[src/hw/ebpm_pkg.sv]
package ebpm_pkg;
  // Register byte addresses on the plain register port
  localparam logic [7:0] ADR_DATA0   = 8'h00;  // Port output latch / pin level, +n per port
  localparam logic [7:0] ADR_DIR0    = 8'h08;  // Port direction, +n per port
  localparam logic [7:0] ADR_PULL_LO = 8'h10;  // Pull-up groups, ports 0 to 3
  localparam logic [7:0] ADR_PULL_HI = 8'h11;  // Pull-up groups, port 4
  localparam logic [7:0] ADR_BUSCTL  = 8'h14;
  localparam logic [7:0] ADR_IRQEN   = 8'h15;
  localparam logic [7:0] ADR_STATUS  = 8'h18;
  localparam logic [7:0] RD_UNMAPPED = 8'h00;
  localparam int         NUM_PORTS   = 5;
  localparam int         PORT_W      = 8;
  // Bus control fields
  localparam int CTL_MUX  = 0;  // 1: multiplexed address/data bus
  localparam int CTL_WRB  = 1;  // 1: single write strobe plus odd byte enable
  localparam int CTL_EXP  = 2;  // 1: memory expansion from single-chip start
  // Status fields
  localparam int ST_BUS8  = 0;
  localparam int ST_MPU   = 1;
  localparam int ST_BUSON = 2;
  localparam int ST_HOLD  = 3;
  localparam int ST_TAKEN = 4;
  // Reset values
  localparam logic [7:0] RST_DATA   = 8'h00;
  localparam logic [7:0] RST_DIR    = 8'h00;
  localparam logic [7:0] RST_PULL   = 8'h00;
  localparam logic [7:0] RST_BUSCTL = 8'h00;
  localparam logic [7:0] RST_IRQEN  = 8'h00;
  // Chip-select decode uses the top two address bits
  localparam int CS_HI = 19;
  localparam int CS_LO = 18;
  typedef enum logic [1:0] {
    ST_IDLE = 2'b00,
    ST_ADDR = 2'b01,
    ST_DATA = 2'b10,
    ST_HLD  = 2'b11
  } ebpm_state_t;
endpackage : ebpm_pkg

[src/hw/ebpm_pin_if.sv]
interface ebpm_pin_if;
  logic [7:0] gp_out;
  logic [7:0] dir;
  logic [7:0] bus_sel;
  logic [7:0] bus_out;
  logic [7:0] bus_oe;
  logic [1:0] pu_grp;
  logic       pu_allow;
  logic [7:0] pin_q;
  modport ctl (output gp_out, dir, bus_sel, bus_out, bus_oe, pu_grp, pu_allow, input pin_q);
  modport pad (input gp_out, dir, bus_sel, bus_out, bus_oe, pu_grp, pu_allow, output pin_q);
endinterface : ebpm_pin_if

[src/hw/ebpm_top.sv]
// What this block does
// [RULE1] Bus-width strap low selects a 16-bit data bus, high an 8-bit bus.
// [RULE2] Board holds the width strap constant, grounded in single-chip use.
// [RULE3] Mode strap low starts single-chip, high starts microprocessor mode.
// [RULE4] The block is held in reset while the reset input is asserted.
// [RULE5] Five 8-bit ports, each pin's direction set individually by software.
// [RULE6] Software enables pull-ups on input pins in groups of four.
// [RULE7] Pull-ups are unavailable whenever the external bus is in use.
// [RULE8] Separate bus: first port carries D0-D7, second D8-D15 when 16-bit.
// [RULE9] Separate bus: third port drives address bits 0 to 7.
// [RULE10] Separate bus: fourth port drives address bits 8 to 15.
// [RULE11] 8-bit multiplexed: third port gives A0-A7 then carries D0-D7.
// [RULE12] 16-bit multiplexed: third port holds A0, shares A1-A7 with D0-D6.
// [RULE13] 16-bit multiplexed: fourth port shares A8 with D7, drives A9-A15.
// [RULE14] Bus in use: fifth port outputs four chip selects and A16-A19.
// [RULE15] Second port pins can serve as external interrupt request inputs.
// [RULE16] Split strobes: low-byte strobe writes even, high-byte odd, read strobe reads.
// [RULE17] Alternative scheme: one write strobe plus odd byte enable, software chosen.
// [RULE18] Hold request low enters hold with acknowledge low; ready low waits.
// [RULE19] Multiplexed buses give an address latch enable for the address phase.
// [RULE20] Single-chip mode: all pins are plain port pins, no bus signals.
// [RULE21] Both straps are sampled at reset release and held until next reset.
//
// The implementer's own choices: the placing of the registers and the address-and-strobe port.
module ebpm_top (
  input  wire logic            CLOCK,
  input  wire logic            RESET,
  input  wire logic [7:0]      REG_ADDR,
  input  wire logic [7:0]      REG_WDATA,
  input  wire logic            REG_WR,
  input  wire logic            REG_RD,
  output logic      [7:0]      REG_RDATA,
  input  wire logic            BUS_WIDTH_STRAP,
  input  wire logic            PROCESSOR_MODE_STRAP,
  input  wire logic [4:0][7:0] IO_PORT_IN,
  output logic      [4:0][7:0] IO_PORT_OUT,
  output logic      [4:0][7:0] IO_PORT_OE,
  output logic      [4:0][7:0] IO_PORT_PULLUP,
  input  wire logic            BUS_REQ,
  input  wire logic            BUS_WE,
  input  wire logic [1:0]      BUS_BE,
  input  wire logic [19:0]     BUS_ADDR,
  input  wire logic [15:0]     BUS_WDATA,
  output logic                 BUS_ACCEPT,
  output logic                 BUS_DONE,
  output logic      [15:0]     BUS_RDATA,
  output logic                 LOW_BYTE_WRITE_STROBE_N,
  output logic                 HIGH_BYTE_WRITE_STROBE_N,
  output logic                 READ_STROBE_N,
  output logic                 ADDRESS_LATCH_ENABLE,
  output logic                 BUS_CTRL_OE,
  output logic                 BUS_HOLD_ACKNOWLEDGE_N,
  input  wire logic            HOLD_REQUEST_N,
  input  wire logic            READY_N,
  output logic      [7:0]      EXT_IRQ
);
  logic [4:0][7:0]    port_data;
  logic [4:0][7:0]    port_dir;
  logic [9:0]         pull_grp;
  logic [7:0]         bus_ctl;
  logic [7:0]         irq_en;
  logic               bus8;
  logic               mpu;
  logic               strap_taken;
  ebpm_pkg::ebpm_state_t state;
  ebpm_pkg::ebpm_state_t next_state;
  logic               cyc_we;
  logic [1:0]         cyc_be;
  logic [19:0]        cyc_addr;
  logic [15:0]        cyc_wdata;
  logic [4:0][7:0]    sel_w;
  logic [4:0][7:0]    out_w;
  logic [4:0][7:0]    oe_w;
  logic [4:0][7:0]    pin_q;

  ebpm_pin_if pif [5] ();

  function automatic logic [7:0] fill8(input logic b);
    fill8 = {8{b}};
  endfunction : fill8

  // Strap capture on the first edge after release
  always_ff @(posedge CLOCK or posedge RESET) begin
    if (RESET) begin                                                   // [RULE4]
      strap_taken <= 1'b0;
      bus8        <= 1'b0;
      mpu         <= 1'b0;
    end else if (!strap_taken) begin
      strap_taken <= 1'b1;                                             // [RULE21]
      bus8        <= BUS_WIDTH_STRAP;                                  // [RULE1] [RULE2]
      mpu         <= PROCESSOR_MODE_STRAP;                             // [RULE3]
    end
  end

  wire bus_on   = strap_taken & (mpu | bus_ctl[ebpm_pkg::CTL_EXP]);   // [RULE3] [RULE20]
  wire mux      = bus_ctl[ebpm_pkg::CTL_MUX];
  wire wr_bhe   = bus_ctl[ebpm_pkg::CTL_WRB];
  wire in_hold  = (state == ebpm_pkg::ST_HLD);
  wire addr_ph  = (state == ebpm_pkg::ST_ADDR);
  wire data_ph  = (state == ebpm_pkg::ST_DATA);
  wire in_cyc   = addr_ph | data_ph;
  wire wr_drv   = data_ph & cyc_we;
  wire rd_act   = data_ph & ~cyc_we;
  wire odd_only = cyc_be[1] & ~cyc_be[0];

  // Register port decode
  wire [2:0] pidx     = REG_ADDR[2:0];
  wire       hit_data = (REG_ADDR[7:3] == ebpm_pkg::ADR_DATA0[7:3]) && (pidx < 3'd5);
  wire       hit_dir  = (REG_ADDR[7:3] == ebpm_pkg::ADR_DIR0[7:3]) && (pidx < 3'd5);

  always_ff @(posedge CLOCK or posedge RESET) begin
    if (RESET) begin
      port_data <= {5{ebpm_pkg::RST_DATA}};
      port_dir  <= {5{ebpm_pkg::RST_DIR}};
      pull_grp  <= {ebpm_pkg::RST_PULL[1:0], ebpm_pkg::RST_PULL};
      bus_ctl   <= ebpm_pkg::RST_BUSCTL;
      irq_en    <= ebpm_pkg::RST_IRQEN;
    end else if (REG_WR) begin
      if (hit_data) port_data[pidx] <= REG_WDATA;
      if (hit_dir) port_dir[pidx] <= REG_WDATA;                       // [RULE5]
      if (REG_ADDR == ebpm_pkg::ADR_PULL_LO) pull_grp[7:0] <= REG_WDATA;  // [RULE6]
      if (REG_ADDR == ebpm_pkg::ADR_PULL_HI) pull_grp[9:8] <= REG_WDATA[1:0];
      if (REG_ADDR == ebpm_pkg::ADR_BUSCTL) bus_ctl <= {5'h00, REG_WDATA[2:0]};
      if (REG_ADDR == ebpm_pkg::ADR_IRQEN) irq_en <= REG_WDATA;       // [RULE15]
    end
  end

  wire [7:0] status_w = {3'h0, strap_taken, in_hold, bus_on, mpu, bus8};
  wire [7:0] rd_mux   = hit_data ? pin_q[pidx] :
                        hit_dir ? port_dir[pidx] :
                        (REG_ADDR == ebpm_pkg::ADR_PULL_LO) ? pull_grp[7:0] :
                        (REG_ADDR == ebpm_pkg::ADR_PULL_HI) ? {6'h00, pull_grp[9:8]} :
                        (REG_ADDR == ebpm_pkg::ADR_BUSCTL) ? bus_ctl :
                        (REG_ADDR == ebpm_pkg::ADR_IRQEN) ? irq_en :
                        (REG_ADDR == ebpm_pkg::ADR_STATUS) ? status_w :
                        ebpm_pkg::RD_UNMAPPED;

  always_ff @(posedge CLOCK or posedge RESET) begin
    if (RESET) REG_RDATA <= 8'h00;
    else if (REG_RD) REG_RDATA <= rd_mux;
  end

  // Bus cycle sequencer; hold is granted only between cycles
  assign BUS_ACCEPT = bus_on & (state == ebpm_pkg::ST_IDLE) & HOLD_REQUEST_N;

  always_comb begin
    next_state = state;
    unique case (state)
      ebpm_pkg::ST_IDLE: begin
        if (bus_on && !HOLD_REQUEST_N) next_state = ebpm_pkg::ST_HLD;  // [RULE18]
        else if (BUS_REQ && BUS_ACCEPT) next_state = ebpm_pkg::ST_ADDR;
      end
      ebpm_pkg::ST_ADDR: next_state = ebpm_pkg::ST_DATA;
      ebpm_pkg::ST_DATA: begin
        if (!READY_N) next_state = ebpm_pkg::ST_DATA;                  // [RULE18]
        else next_state = ebpm_pkg::ST_IDLE;
      end
      ebpm_pkg::ST_HLD: begin
        if (HOLD_REQUEST_N) next_state = ebpm_pkg::ST_IDLE;            // [RULE18]
      end
    endcase
  end

  wire cyc_end = data_ph & READY_N;
  wire take    = BUS_REQ & BUS_ACCEPT;

  // Byte lane steering by bus width and address/data multiplexing
  wire [7:0] lo_wdata = (bus8 && odd_only) ? cyc_wdata[15:8] : cyc_wdata[7:0];
  wire [7:0] lo_rdata = (mux && !bus8) ? {pin_q[3][0], pin_q[2][7:1]} :
                        mux ? pin_q[2] : pin_q[0];
  wire [15:0] rd_word = bus8 ? {lo_rdata, lo_rdata} : {pin_q[1], lo_rdata};

  always_ff @(posedge CLOCK or posedge RESET) begin
    if (RESET) begin
      state     <= ebpm_pkg::ST_IDLE;
      cyc_we    <= 1'b0;
      cyc_be    <= 2'b00;
      cyc_addr  <= 20'h00000;
      cyc_wdata <= 16'h0000;
      BUS_DONE  <= 1'b0;
      BUS_RDATA <= 16'h0000;
    end else begin
      state    <= next_state;
      BUS_DONE <= cyc_end;
      if (take) begin
        cyc_we    <= BUS_WE;
        cyc_be    <= BUS_BE;
        cyc_addr  <= BUS_ADDR;
        cyc_wdata <= BUS_WDATA;
      end
      if (cyc_end && !cyc_we) BUS_RDATA <= rd_word;
    end
  end

  // Pin function selection per port
  wire [3:0] cs_n = ~(4'h1 << cyc_addr[ebpm_pkg::CS_HI:ebpm_pkg::CS_LO]);
  wire       drv  = bus_on & ~in_hold;

  assign sel_w[0] = fill8(bus_on & ~mux);                              // [RULE8] [RULE20]
  assign out_w[0] = lo_wdata;
  assign oe_w[0]  = fill8(drv & wr_drv);                               // [RULE8]

  assign sel_w[1] = fill8(bus_on & ~bus8);                             // [RULE8] [RULE1]
  assign out_w[1] = cyc_wdata[15:8];
  assign oe_w[1]  = fill8(drv & wr_drv);

  assign sel_w[2] = fill8(bus_on);
  assign out_w[2] = !mux ? cyc_addr[7:0] :                             // [RULE9]
                    bus8 ? (addr_ph ? cyc_addr[7:0] : lo_wdata) :      // [RULE11]
                    {(addr_ph ? cyc_addr[7:1] : cyc_wdata[6:0]), cyc_addr[0]};  // [RULE12]
  assign oe_w[2]  = !mux ? fill8(drv) :
                    bus8 ? fill8(drv & (addr_ph | wr_drv | ~in_cyc)) :
                    {{7{drv & (addr_ph | wr_drv | ~in_cyc)}}, drv};     // [RULE12]

  assign sel_w[3] = fill8(bus_on);
  assign out_w[3] = (!mux || bus8) ? cyc_addr[15:8] :                  // [RULE10]
                    {cyc_addr[15:9], (addr_ph ? cyc_addr[8] : cyc_wdata[7])};  // [RULE13]
  assign oe_w[3]  = (!mux || bus8) ? fill8(drv) :
                    {{7{drv}}, drv & (addr_ph | wr_drv | ~in_cyc)};     // [RULE13]

  assign sel_w[4] = fill8(bus_on);
  assign out_w[4] = {cyc_addr[19:16], (in_cyc ? cs_n : 4'hf)};         // [RULE14]
  assign oe_w[4]  = fill8(drv);

  genvar g;
  generate
    for (g = 0; g < ebpm_pkg::NUM_PORTS; g++) begin : g_port
      assign pif[g].gp_out   = port_data[g];
      assign pif[g].dir      = port_dir[g];
      assign pif[g].bus_sel  = sel_w[g];
      assign pif[g].bus_out  = out_w[g];
      assign pif[g].bus_oe   = oe_w[g];
      assign pif[g].pu_grp   = pull_grp[2*g+1:2*g];
      assign pif[g].pu_allow = ~bus_on;                                // [RULE7]
      assign pin_q[g]        = pif[g].pin_q;
      ebpm_port u_port (
        .clock   (CLOCK),
        .reset   (RESET),
        .pin_in  (IO_PORT_IN[g]),
        .pin_out (IO_PORT_OUT[g]),
        .pin_oe  (IO_PORT_OE[g]),
        .pull_up (IO_PORT_PULLUP[g]),
        .pif     (pif[g].pad)
      );
    end
  endgenerate

  // Strobes and control outputs
  wire wr_lo = wr_drv & (bus8 ? 1'b1 : cyc_be[0]);
  wire wr_hi = wr_drv & cyc_be[1];
  assign LOW_BYTE_WRITE_STROBE_N  = wr_bhe ? ~wr_drv : ~wr_lo;        // [RULE16] [RULE17]
  assign HIGH_BYTE_WRITE_STROBE_N = wr_bhe ? ~(in_cyc & cyc_be[1])   // [RULE17]
                                           : ~wr_hi;                  // [RULE16]
  assign READ_STROBE_N            = ~rd_act;                           // [RULE16]
  assign ADDRESS_LATCH_ENABLE     = bus_on & mux & addr_ph;            // [RULE19]
  assign BUS_CTRL_OE              = drv;                               // [RULE20]
  assign BUS_HOLD_ACKNOWLEDGE_N   = ~in_hold;                          // [RULE18]

  // External interrupt requests from second port, active low pins
  always_ff @(posedge CLOCK or posedge RESET) begin
    if (RESET) EXT_IRQ <= 8'h00;
    else EXT_IRQ <= irq_en & ~pin_q[1] & ~sel_w[1];                    // [RULE15]
  end
endmodule : ebpm_top

[src/hw/ebpm_port.sv]
module ebpm_port (
  input  wire logic       clock,
  input  wire logic       reset,
  input  wire logic [7:0] pin_in,
  output logic      [7:0] pin_out,
  output logic      [7:0] pin_oe,
  output logic      [7:0] pull_up,
  ebpm_pin_if.pad         pif
);
  logic [7:0] pu_raw;

  // Bus function overrides the port bit by bit
  assign pin_out = (pif.bus_sel & pif.bus_out) | (~pif.bus_sel & pif.gp_out);   // [RULE5]
  assign pin_oe  = (pif.bus_sel & pif.bus_oe) | (~pif.bus_sel & pif.dir);       // [RULE5]
  // Pull-ups in nibbles, input pins only, never while the bus is on
  assign pu_raw  = {{4{pif.pu_grp[1]}}, {4{pif.pu_grp[0]}}};                     // [RULE6]
  assign pull_up = pu_raw & ~pif.dir & ~pif.bus_sel & {8{pif.pu_allow}};         // [RULE6] [RULE7]

  always_ff @(posedge clock or posedge reset) begin
    if (reset) begin
      pif.pin_q <= 8'h00;
    end else begin
      pif.pin_q <= pin_in;
    end
  end
endmodule : ebpm_port

[config.mk]
export PLATFORM = sky130hd
export DESIGN_NAME = ebpm_top
export DESIGN_NICKNAME = d
export VERILOG_FILES = /design/src/hw/ebpm_pkg.sv /design/src/hw/ebpm_pin_if.sv /design/src/hw/ebpm_top.sv /design/src/hw/ebpm_port.sv
export SDC_FILE = /design/constraint.sdc
export NUM_CORES = 1
export LEC_CHECK = 0
export BUFFER_PORTS_ARGS = -buffer_cell sky130_fd_sc_hd__buf_2
export CORE_MARGIN = 5
export CORE_UTILIZATION = 47
export DETAILED_ROUTE_END_ITERATION = 8
export GPL_TIMING_DRIVEN = 0
export PLACE_DENSITY = 0.69
export SYNTH_ARGS = -nofsm -noshare
export SYNTH_HDL_FRONTEND = slang
export SYNTH_SLANG_ARGS = --single-unit
[constraint.sdc]
create_clock -name CLOCK -period 7.9 [get_ports CLOCK]
set_clock_uncertainty 0.15 [all_clocks]
set_input_delay 0.79 -clock CLOCK [delete_from_list [all_inputs] [get_ports CLOCK]]
set_output_delay 0.79 -clock CLOCK [all_outputs]
set_load 0.02 [all_outputs]
==> results.sh, run 1 <==
export IMPL_setup_tns_final_ns=0
export IMPL_cp_end_kind="output port"
export IMPL_synth_net_count=1047
export IMPL_portBuffers=262
export IMPL_cts_made_buffers=24
export IMPL_vias=8633
export IMPL_drt_pass1_iter_count=5
export IMPL_grt_start_max_net_pins=123
export IMPL_regArea_um2=5455
export IMPL_final_net_count=1338
export IMPL_die_y_um=159.1
export IMPL_multi_input_area_um2=4703
export IMPL_max_stage_delay_ns=0.68
export IMPL_start_util_pct=47.84
export IMPL_htreeDepth=1
export IMPL_cp_start_kind="flip-flop"
export IMPL_drtIter0Drc=660
export IMPL_cts_hold_buf=0
export IMPL_maxCapViolCount=0
export IMPL_syn_cell_area_um2=10440
export IMPL_outcome="complete, no violations"
export IMPL_grt_overflow_total=0
export IMPL_place_congestion=0.9008
export IMPL_finalHoldViolations=0
export IMPL_io_pins=264
export IMPL_required_ns=6.96
export IMPL_rows=54
export IMPL_drv_slew=0
export IMPL_die_w_um=159.1
export IMPL_syn_avg_cell_area_um2=11.13
export IMPL_synth_cell_types=58
export IMPL_insertedDiodeCount=0
export IMPL_r2r_cells=4
export IMPL_cts_resized=0
export IMPL_via_per_inst=5.672
export IMPL_yosysTopAreaCell="dfrtp_1"
export IMPL_hp_class="in -> async"
export IMPL_rsz0062_at_grt="no"
export IMPL_layout_drive_gt1_share_pct=37.76
export IMPL_final_cells=1522
export IMPL_synth_enable_flop_cells=0
export IMPL_placed_area_um2=12170
export IMPL_antenna_found_initial=0
export IMPL_nFillCells=1931
export IMPL_clkTransAtPathRegs_ns=0.06
export IMPL_areaGrowthSynthToFinish_pct=24.05
export IMPL_cts_tree="yes"
export IMPL_yosysSeqAreaShare_pct=52.25
export IMPL_slew_headroom_pct=44.92
export IMPL_grt_pass1_vias=9146
export IMPL_fin_area_um2=12950
export IMPL_fin_total_pwr_w=0.003380
export IMPL_clockBufferDepth=3
export IMPL_ys_ff_latch=218
export IMPL_crit_type="reg -> out"
export IMPL_async_reset_ff_share_pct=100.0
export IMPL_cts_sinks=218
export IMPL_crit_arrival_ns=3.04
export IMPL_hpwl_um=25990
export IMPL_synth_top_area_share_pct=52.25
export IMPL_place_inst=1483
export IMPL_power_density_nw_per_um2=261.0
export IMPL_die_area_um2=25300
export IMPL_synthFlopType="dfrtp_1"
export IMPL_mostFrequentLayoutCell="buf_2"
export IMPL_crit_fanout=10
export IMPL_netlist_instances=938
export IMPL_wl_um=35010
export IMPL_cts_root_buf="clkbuf_16"
export IMPL_crit_slowest_cell="o21ai_1"
export IMPL_postCtsSetupRepairBufs=0
export IMPL_synth_warnings=0
export IMPL_period_share_pct=50.39
export IMPL_layout_common_cells="buf_2, dfrtp_1, nand2_1"
export IMPL_coreArea_um2=21820
export IMPL_rr_startpoint="mpu$_DFFE_PP0N_"
export IMPL_p_leak_nw=6.928
export IMPL_grt_pass1_wl_um=54030
export IMPL_startpoint="mpu$_DFFE_PP0N_"
export IMPL_post_route_drc_count=0
export IMPL_setup_viol=0
export IMPL_tightest_slew_ns=0.8206
export IMPL_peakVddDrop_v=0.0001709
export IMPL_ant_nets=0
export IMPL_crit_path_end="IO_PORT_OE[16]"
export IMPL_clock_latency_ns=0.52
export IMPL_rr_endpoint="EXT_IRQ[2]$_DFF_PP0_"
export IMPL_grt_use_total_pct=27.00
export IMPL_max_freq_ghz=0.2512
export IMPL_worstPathCellList="o21ai_1 > clkbuf_1 > buf_1 > o21ai_0 > buf_2"
export IMPL_layout_min_cycle_time_ns=3.981
export IMPL_rrSetupSlack_ns=5.43
export IMPL_wl_per_cell_um=23.00
export IMPL_synthTopCellsByArea="dfrtp_1, mux2_2, nand2_1"
-- logic make-up after synthesis --
| kind of cell | count (synthesis) | synth area share (%) |
|---|---|---|
| other | 1 | 0.03592 |
| DFF | 218 | 52.25 |
| muxes | 192 | 21.15 |
| adders and majority gates | 5 | 0.5992 |
| and+or+nand+nor | 272 | 12.15 |
| AOI/OAI and AO/OA | 178 | 10.99 |
| buffers and inverters | 72 | 2.828 |
-- sequential cells by signal (all words and copies together), names as in the netlist, 2 cells and up --
name and flops:
BUS_RDATA 16, cyc_be 2, state 2, irq_en 8, EXT_IRQ 8, bus_ctl 3, g_port.u_port.pif.pin_q 40, pull_grp 10
pif.gp_out 40, cyc_wdata 16, cyc_addr 20, pif.dir 40, REG_RDATA 8
-- final cells by class --
class                   count  share of cell area [%]
clock buffers              30                   5.284
flip-flops and latches    218                   42.12
repair buffers            265                   10.45
clock inverters             9                  0.7921
inverters                  15                  0.4927
plain buffers              57                   1.845
well taps                 280                   2.705
multi-input cells         648                   36.31
-- worst min-delay path by stage --
stage	start	to	cells after the start
floorplan	g_port[1].u_port.pif.pin_q[2]$_DFF_PP0_	EXT_IRQ[2]$_DFF_PP0_	1
global placement	g_port[1].u_port.pif.pin_q[6]$_DFF_PP0_	EXT_IRQ[6]$_DFF_PP0_	1
detailed placement	g_port[1].u_port.pif.pin_q[6]$_DFF_PP0_	EXT_IRQ[6]$_DFF_PP0_	1
CTS	IO_PORT_IN[29]	g_port[3].u_port.pif.pin_q[5]$_DFF_PP0_	1
global route	IO_PORT_IN[25]	g_port[3].u_port.pif.pin_q[1]$_DFF_PP0_	1
finish	RESET	pif[4].dir[4]$_DFFE_PP0P_	2
-- through the flow --
stage               util, %  setup WS [ns]  hold slack, ns
finish                59.35          3.919          0.2018
global route          59.35          3.783          0.2194
CTS                   59.35          3.961          0.2147
detailed placement    55.74          4.498          0.3052
global placement      55.46         -1.388          0.2997
floorplan                 -         0.9956          0.2754
-- synthesized netlist by cell type, drive strengths merged (2+ instances only) --
cell type  instances
a221o              3
o211ai             4
inv               15
o21ai             54
nor3b              4
nor3               4
a21oi             31
or2                3
a221oi             4
a211oi             7
a31oi              2
and3               8
o31ai              2
ha                 5
a21o              28
a311oi             2
a22o               6
nor4               4
mux2i             32
mux4               5
nand2            136
o221ai             5
mux2             155
nand3              6
and3b              2
nor4b              2
a41oi              2
and2               3
nand2b             9
nor2b             11
a22oi              2
nand3b             5
or3                2
o21a              16
o22ai              7
buf               20
nor2              71
clkbuf            37
dfrtp            218
-- power by group --
part	switching, W	total (W)	internal (W)
clock network	0.000458	0.00113	0.000675
registers	0.000127	0.00142	0.00129
logic	0.000504	0.000826	0.000323
-- layer usage --
layer	GRT usage (%)	share of wire (%)	vias up
met5	0	0	-
met3	5.203	6.9	73
met2	43.57	47	376
li1	-	-	3877
met1	37.52	43	4307
met4	7.639	2.9	0
-- worst max-delay path: cells and delay by family, from the launching register on --
family | cells | cell delay [ns]
buffers and inverters | 3 | 1.17
AOI/OAI and AO/OA | 2 | 0.93
DFF | 1 | 0.42
No activity file was read; power rests on OpenSTA's default activity.
==> run 2, diff against run 1 <==
--- a/config.mk
+++ b/config.mk
@@ -10,7 +10,7 @@
 export CORE_UTILIZATION = 47
 export DETAILED_ROUTE_END_ITERATION = 8
 export GPL_TIMING_DRIVEN = 0
-export PLACE_DENSITY = 0.69
+export PLACE_DENSITY = 0.72
 export SYNTH_ARGS = -nofsm -noshare
 export SYNTH_HDL_FRONTEND = slang
 export SYNTH_SLANG_ARGS = --single-unit
==> constraint.sdc (replaced) <==
create_clock -name CLOCK -period 3.52 [get_ports CLOCK]
set_clock_uncertainty 0.15 [all_clocks]
set_input_delay 0.352 -clock CLOCK [delete_from_list [all_inputs] [get_ports CLOCK]]
set_output_delay 0.352 -clock CLOCK [all_outputs]
set_load 0.02 [all_outputs]
==> run 2 against run 1 <==
Against the previous run: sequential power rose by 120%; critical path depth up 2; combinational power is 130% higher; total power rose by 120%; cell area up 7.5%; count of clock-buffer cells in the layout increased by 8; cell count up 6.6%; register-to-register slack got worse by 4.3 ns; via count up 3.7%; first-iteration DRC count is 3.2% higher; setup slack lost 3.7 ns; largest cell class unchanged.
==> results.sh, run 2 (same netlist as run 1, synthesis figures left out) <==
export IMPL_path_common_cell="buf_2"
export IMPL_utilization_pct=63.80
export IMPL_crit_arrival_ns=2.83
export IMPL_postCtsSetupRepairBufs=0
export IMPL_ant_nets=0
export IMPL_rrSetupSlack_ns=1.13
export IMPL_grt_pass1_vias=9487
export IMPL_clkTransAtPathRegs_ns=0.06
export IMPL_tightest_slew_ns=0.7927
export IMPL_cts_root_buf="clkbuf_16"
export IMPL_drt_pass1_iter_count=7
export IMPL_rr_startpoint="mpu$_DFFE_PP0N_"
export IMPL_grt_use_total_pct=27.44
export IMPL_fin_total_pwr_w=0.007578
export IMPL_areaGrowthSynthToFinish_pct=33.35
export IMPL_peakVddDrop_v=0.0003273
export IMPL_grt_overflow_total=0
export IMPL_p_leak_nw=7.333
export IMPL_coreArea_um2=21820
export IMPL_outcome="complete, no violations"
export IMPL_drtIter0Drc=681
export IMPL_die_w_um=159.1
export IMPL_rows=54
export IMPL_io_pins=264
export IMPL_cp_start_kind="flip-flop"
export IMPL_wl_um=35810
export IMPL_wl_per_cell_um=22.08
export IMPL_setup_viol=0
export IMPL_layout_drive_gt1_share_pct=35.42
export IMPL_rr_endpoint="cyc_wdata[6]$_DFFE_PP0P_"
export IMPL_htreeDepth=1
export IMPL_worstPathCellList="clkbuf_2 > buf_2 > buf_2 > nor2_1 > nand2_1 > nand2_1 > buf_2"
export IMPL_nFillCells=1770
export IMPL_power_density_nw_per_um2=544.3
export IMPL_vias=8950
export IMPL_cts_made_buffers=24
export IMPL_required_ns=3.02
export IMPL_post_route_drc_count=0
export IMPL_max_freq_ghz=0.2997
export IMPL_holdCritStartpoint="HOLD_REQUEST_N"
export IMPL_start_util_pct=47.84
export IMPL_r2r_cells=6
export IMPL_max_stage_delay_ns=0.64
export IMPL_layout_min_cycle_time_ns=3.337
export IMPL_layout_common_cells="buf_2, dfrtp_1, nand2_1"
export IMPL_crit_type="reg -> out"
export IMPL_period_share_pct=94.79
export IMPL_cts_tree="yes"
export IMPL_drv_slew=0
export IMPL_final_net_count=1433
export IMPL_via_per_inst=5.518
export IMPL_die_area_um2=25300
export IMPL_antenna_found_initial=1
export IMPL_min_to="state[1]$_DFFE_PP0P_"
export IMPL_place_congestion=0.9263
export IMPL_clockBufferDepth=3
export IMPL_hpwl_um=26000
export IMPL_crit_slowest_cell="nor2_1"
export IMPL_grt_start_max_net_pins=44
export IMPL_holdPathStages=4
export IMPL_rsz0062_at_grt="no"
export IMPL_finalHoldViolations=0
export IMPL_maxCapViolCount=0
export IMPL_startpoint="bus8$_DFFE_PP0N_"
export IMPL_portBuffers=262
export IMPL_die_y_um=159.1
export IMPL_cts_sinks=218
export IMPL_grt_pass1_wl_um=55120
export IMPL_crit_fanout=10
export IMPL_cp_end_kind="output port"
export IMPL_hp_class="in -> reg"
export IMPL_slew_headroom_pct=46.96
export IMPL_clock_latency_ns=0.52
export IMPL_mostFrequentLayoutCell="buf_2"
==> run 2: per-layer routing <==
| layer | wire length [um] | up-vias | GRT usage (%) | share of wire (%) |
|---|---|---|---|---|
| met5 | 0 | - | 0 | 0 |
| met4 | 918 | 0 | 7.832 | 2.6 |
| met3 | 2490 | 59 | 4.970 | 7.0 |
| met2 | 16920 | 408 | 44.80 | 47 |
| met1 | 15480 | 4411 | 37.82 | 43 |
| li1 | - | 4072 | - | - |
==> run 2: worst max-delay path: cells and delay by family (launching register included) <==
family                 cells  cell delay, ns
buffers and inverters      4            0.97
AND/OR/NAND/NOR            3            0.87
flip-flops                 1            0.46
==> run 2: area by class of cell <==
| type | instances | area (um2) | area share [%] |
|---|---|---|---|
| well taps | 280 | 350.3 | 2.516 |
| clock buffers | 38 | 734.5 | 5.275 |
| diodes | 1 | 2.502 | 0.01797 |
| inverters | 15 | 60.06 | 0.4313 |
| flip-flops and latches | 218 | 5455 | 39.18 |
| clock inverters | 5 | 25.02 | 0.1797 |
| plain buffers | 57 | 241.5 | 1.734 |
| multi-input cells | 648 | 4707 | 33.81 |
| repair buffers | 360 | 2347 | 16.86 |
==> run 2: worst max-delay path by stage <==
stage | endpoint | slack [ns] | cells after the start
after global routing | IO_PORT_OUT[8] | 0.07 | 7
after CTS | IO_PORT_OUT[8] | 0.06 | 7
after detailed placement | IO_PORT_OE[16] | 0.63 | 5
final | IO_PORT_OUT[8] | 0.18 | 7
after floorplan | BUS_DONE$_DFF_PP0_ | 0.18 | 1
after global placement | cyc_wdata[2]$_DFFE_PP0P_ | -1.12 | 2
==> run 2: per-stage QoR <==
step / cell area [um2] / instances / hold WS, ns / TNS [ns] / setup slack, ns
floorplan: 10450 / 938 / 0.2334 / 0 / 0.1779
global placement: 12110 / 1480 / 0.2971 / -239.79 / -1.116
detailed placement: 12250 / 1488 / 0.2133 / 0 / 0.6297
CTS: 13910 / 1621 / 0.02199 / 0 / 0.06340
global route: 13920 / 1622 / 0.02724 / 0 / 0.07098
finish: 13920 / 1622 / 0.04291 / 0 / 0.1832
==> run 2: report_power, final <==
part           leakage [nW]  total [W]  switching, W  internal (W)
sequential             2.83    0.00319      0.000289       0.00291
combinational          4.12    0.00194       0.00115      0.000799
clock                 0.379    0.00244       0.00102       0.00142
total                  7.33    0.00758       0.00245       0.00513
==> run 2: repair_timing <==
| item | in CTS | in global routing |
|---|---|---|
| hold buffers | 90 | 0 |
| setup endpoints to repair | 0 | 31 |
| endpoints found under the hold margin | 112 | 0 |
| resized for setup | 0 | 4 |
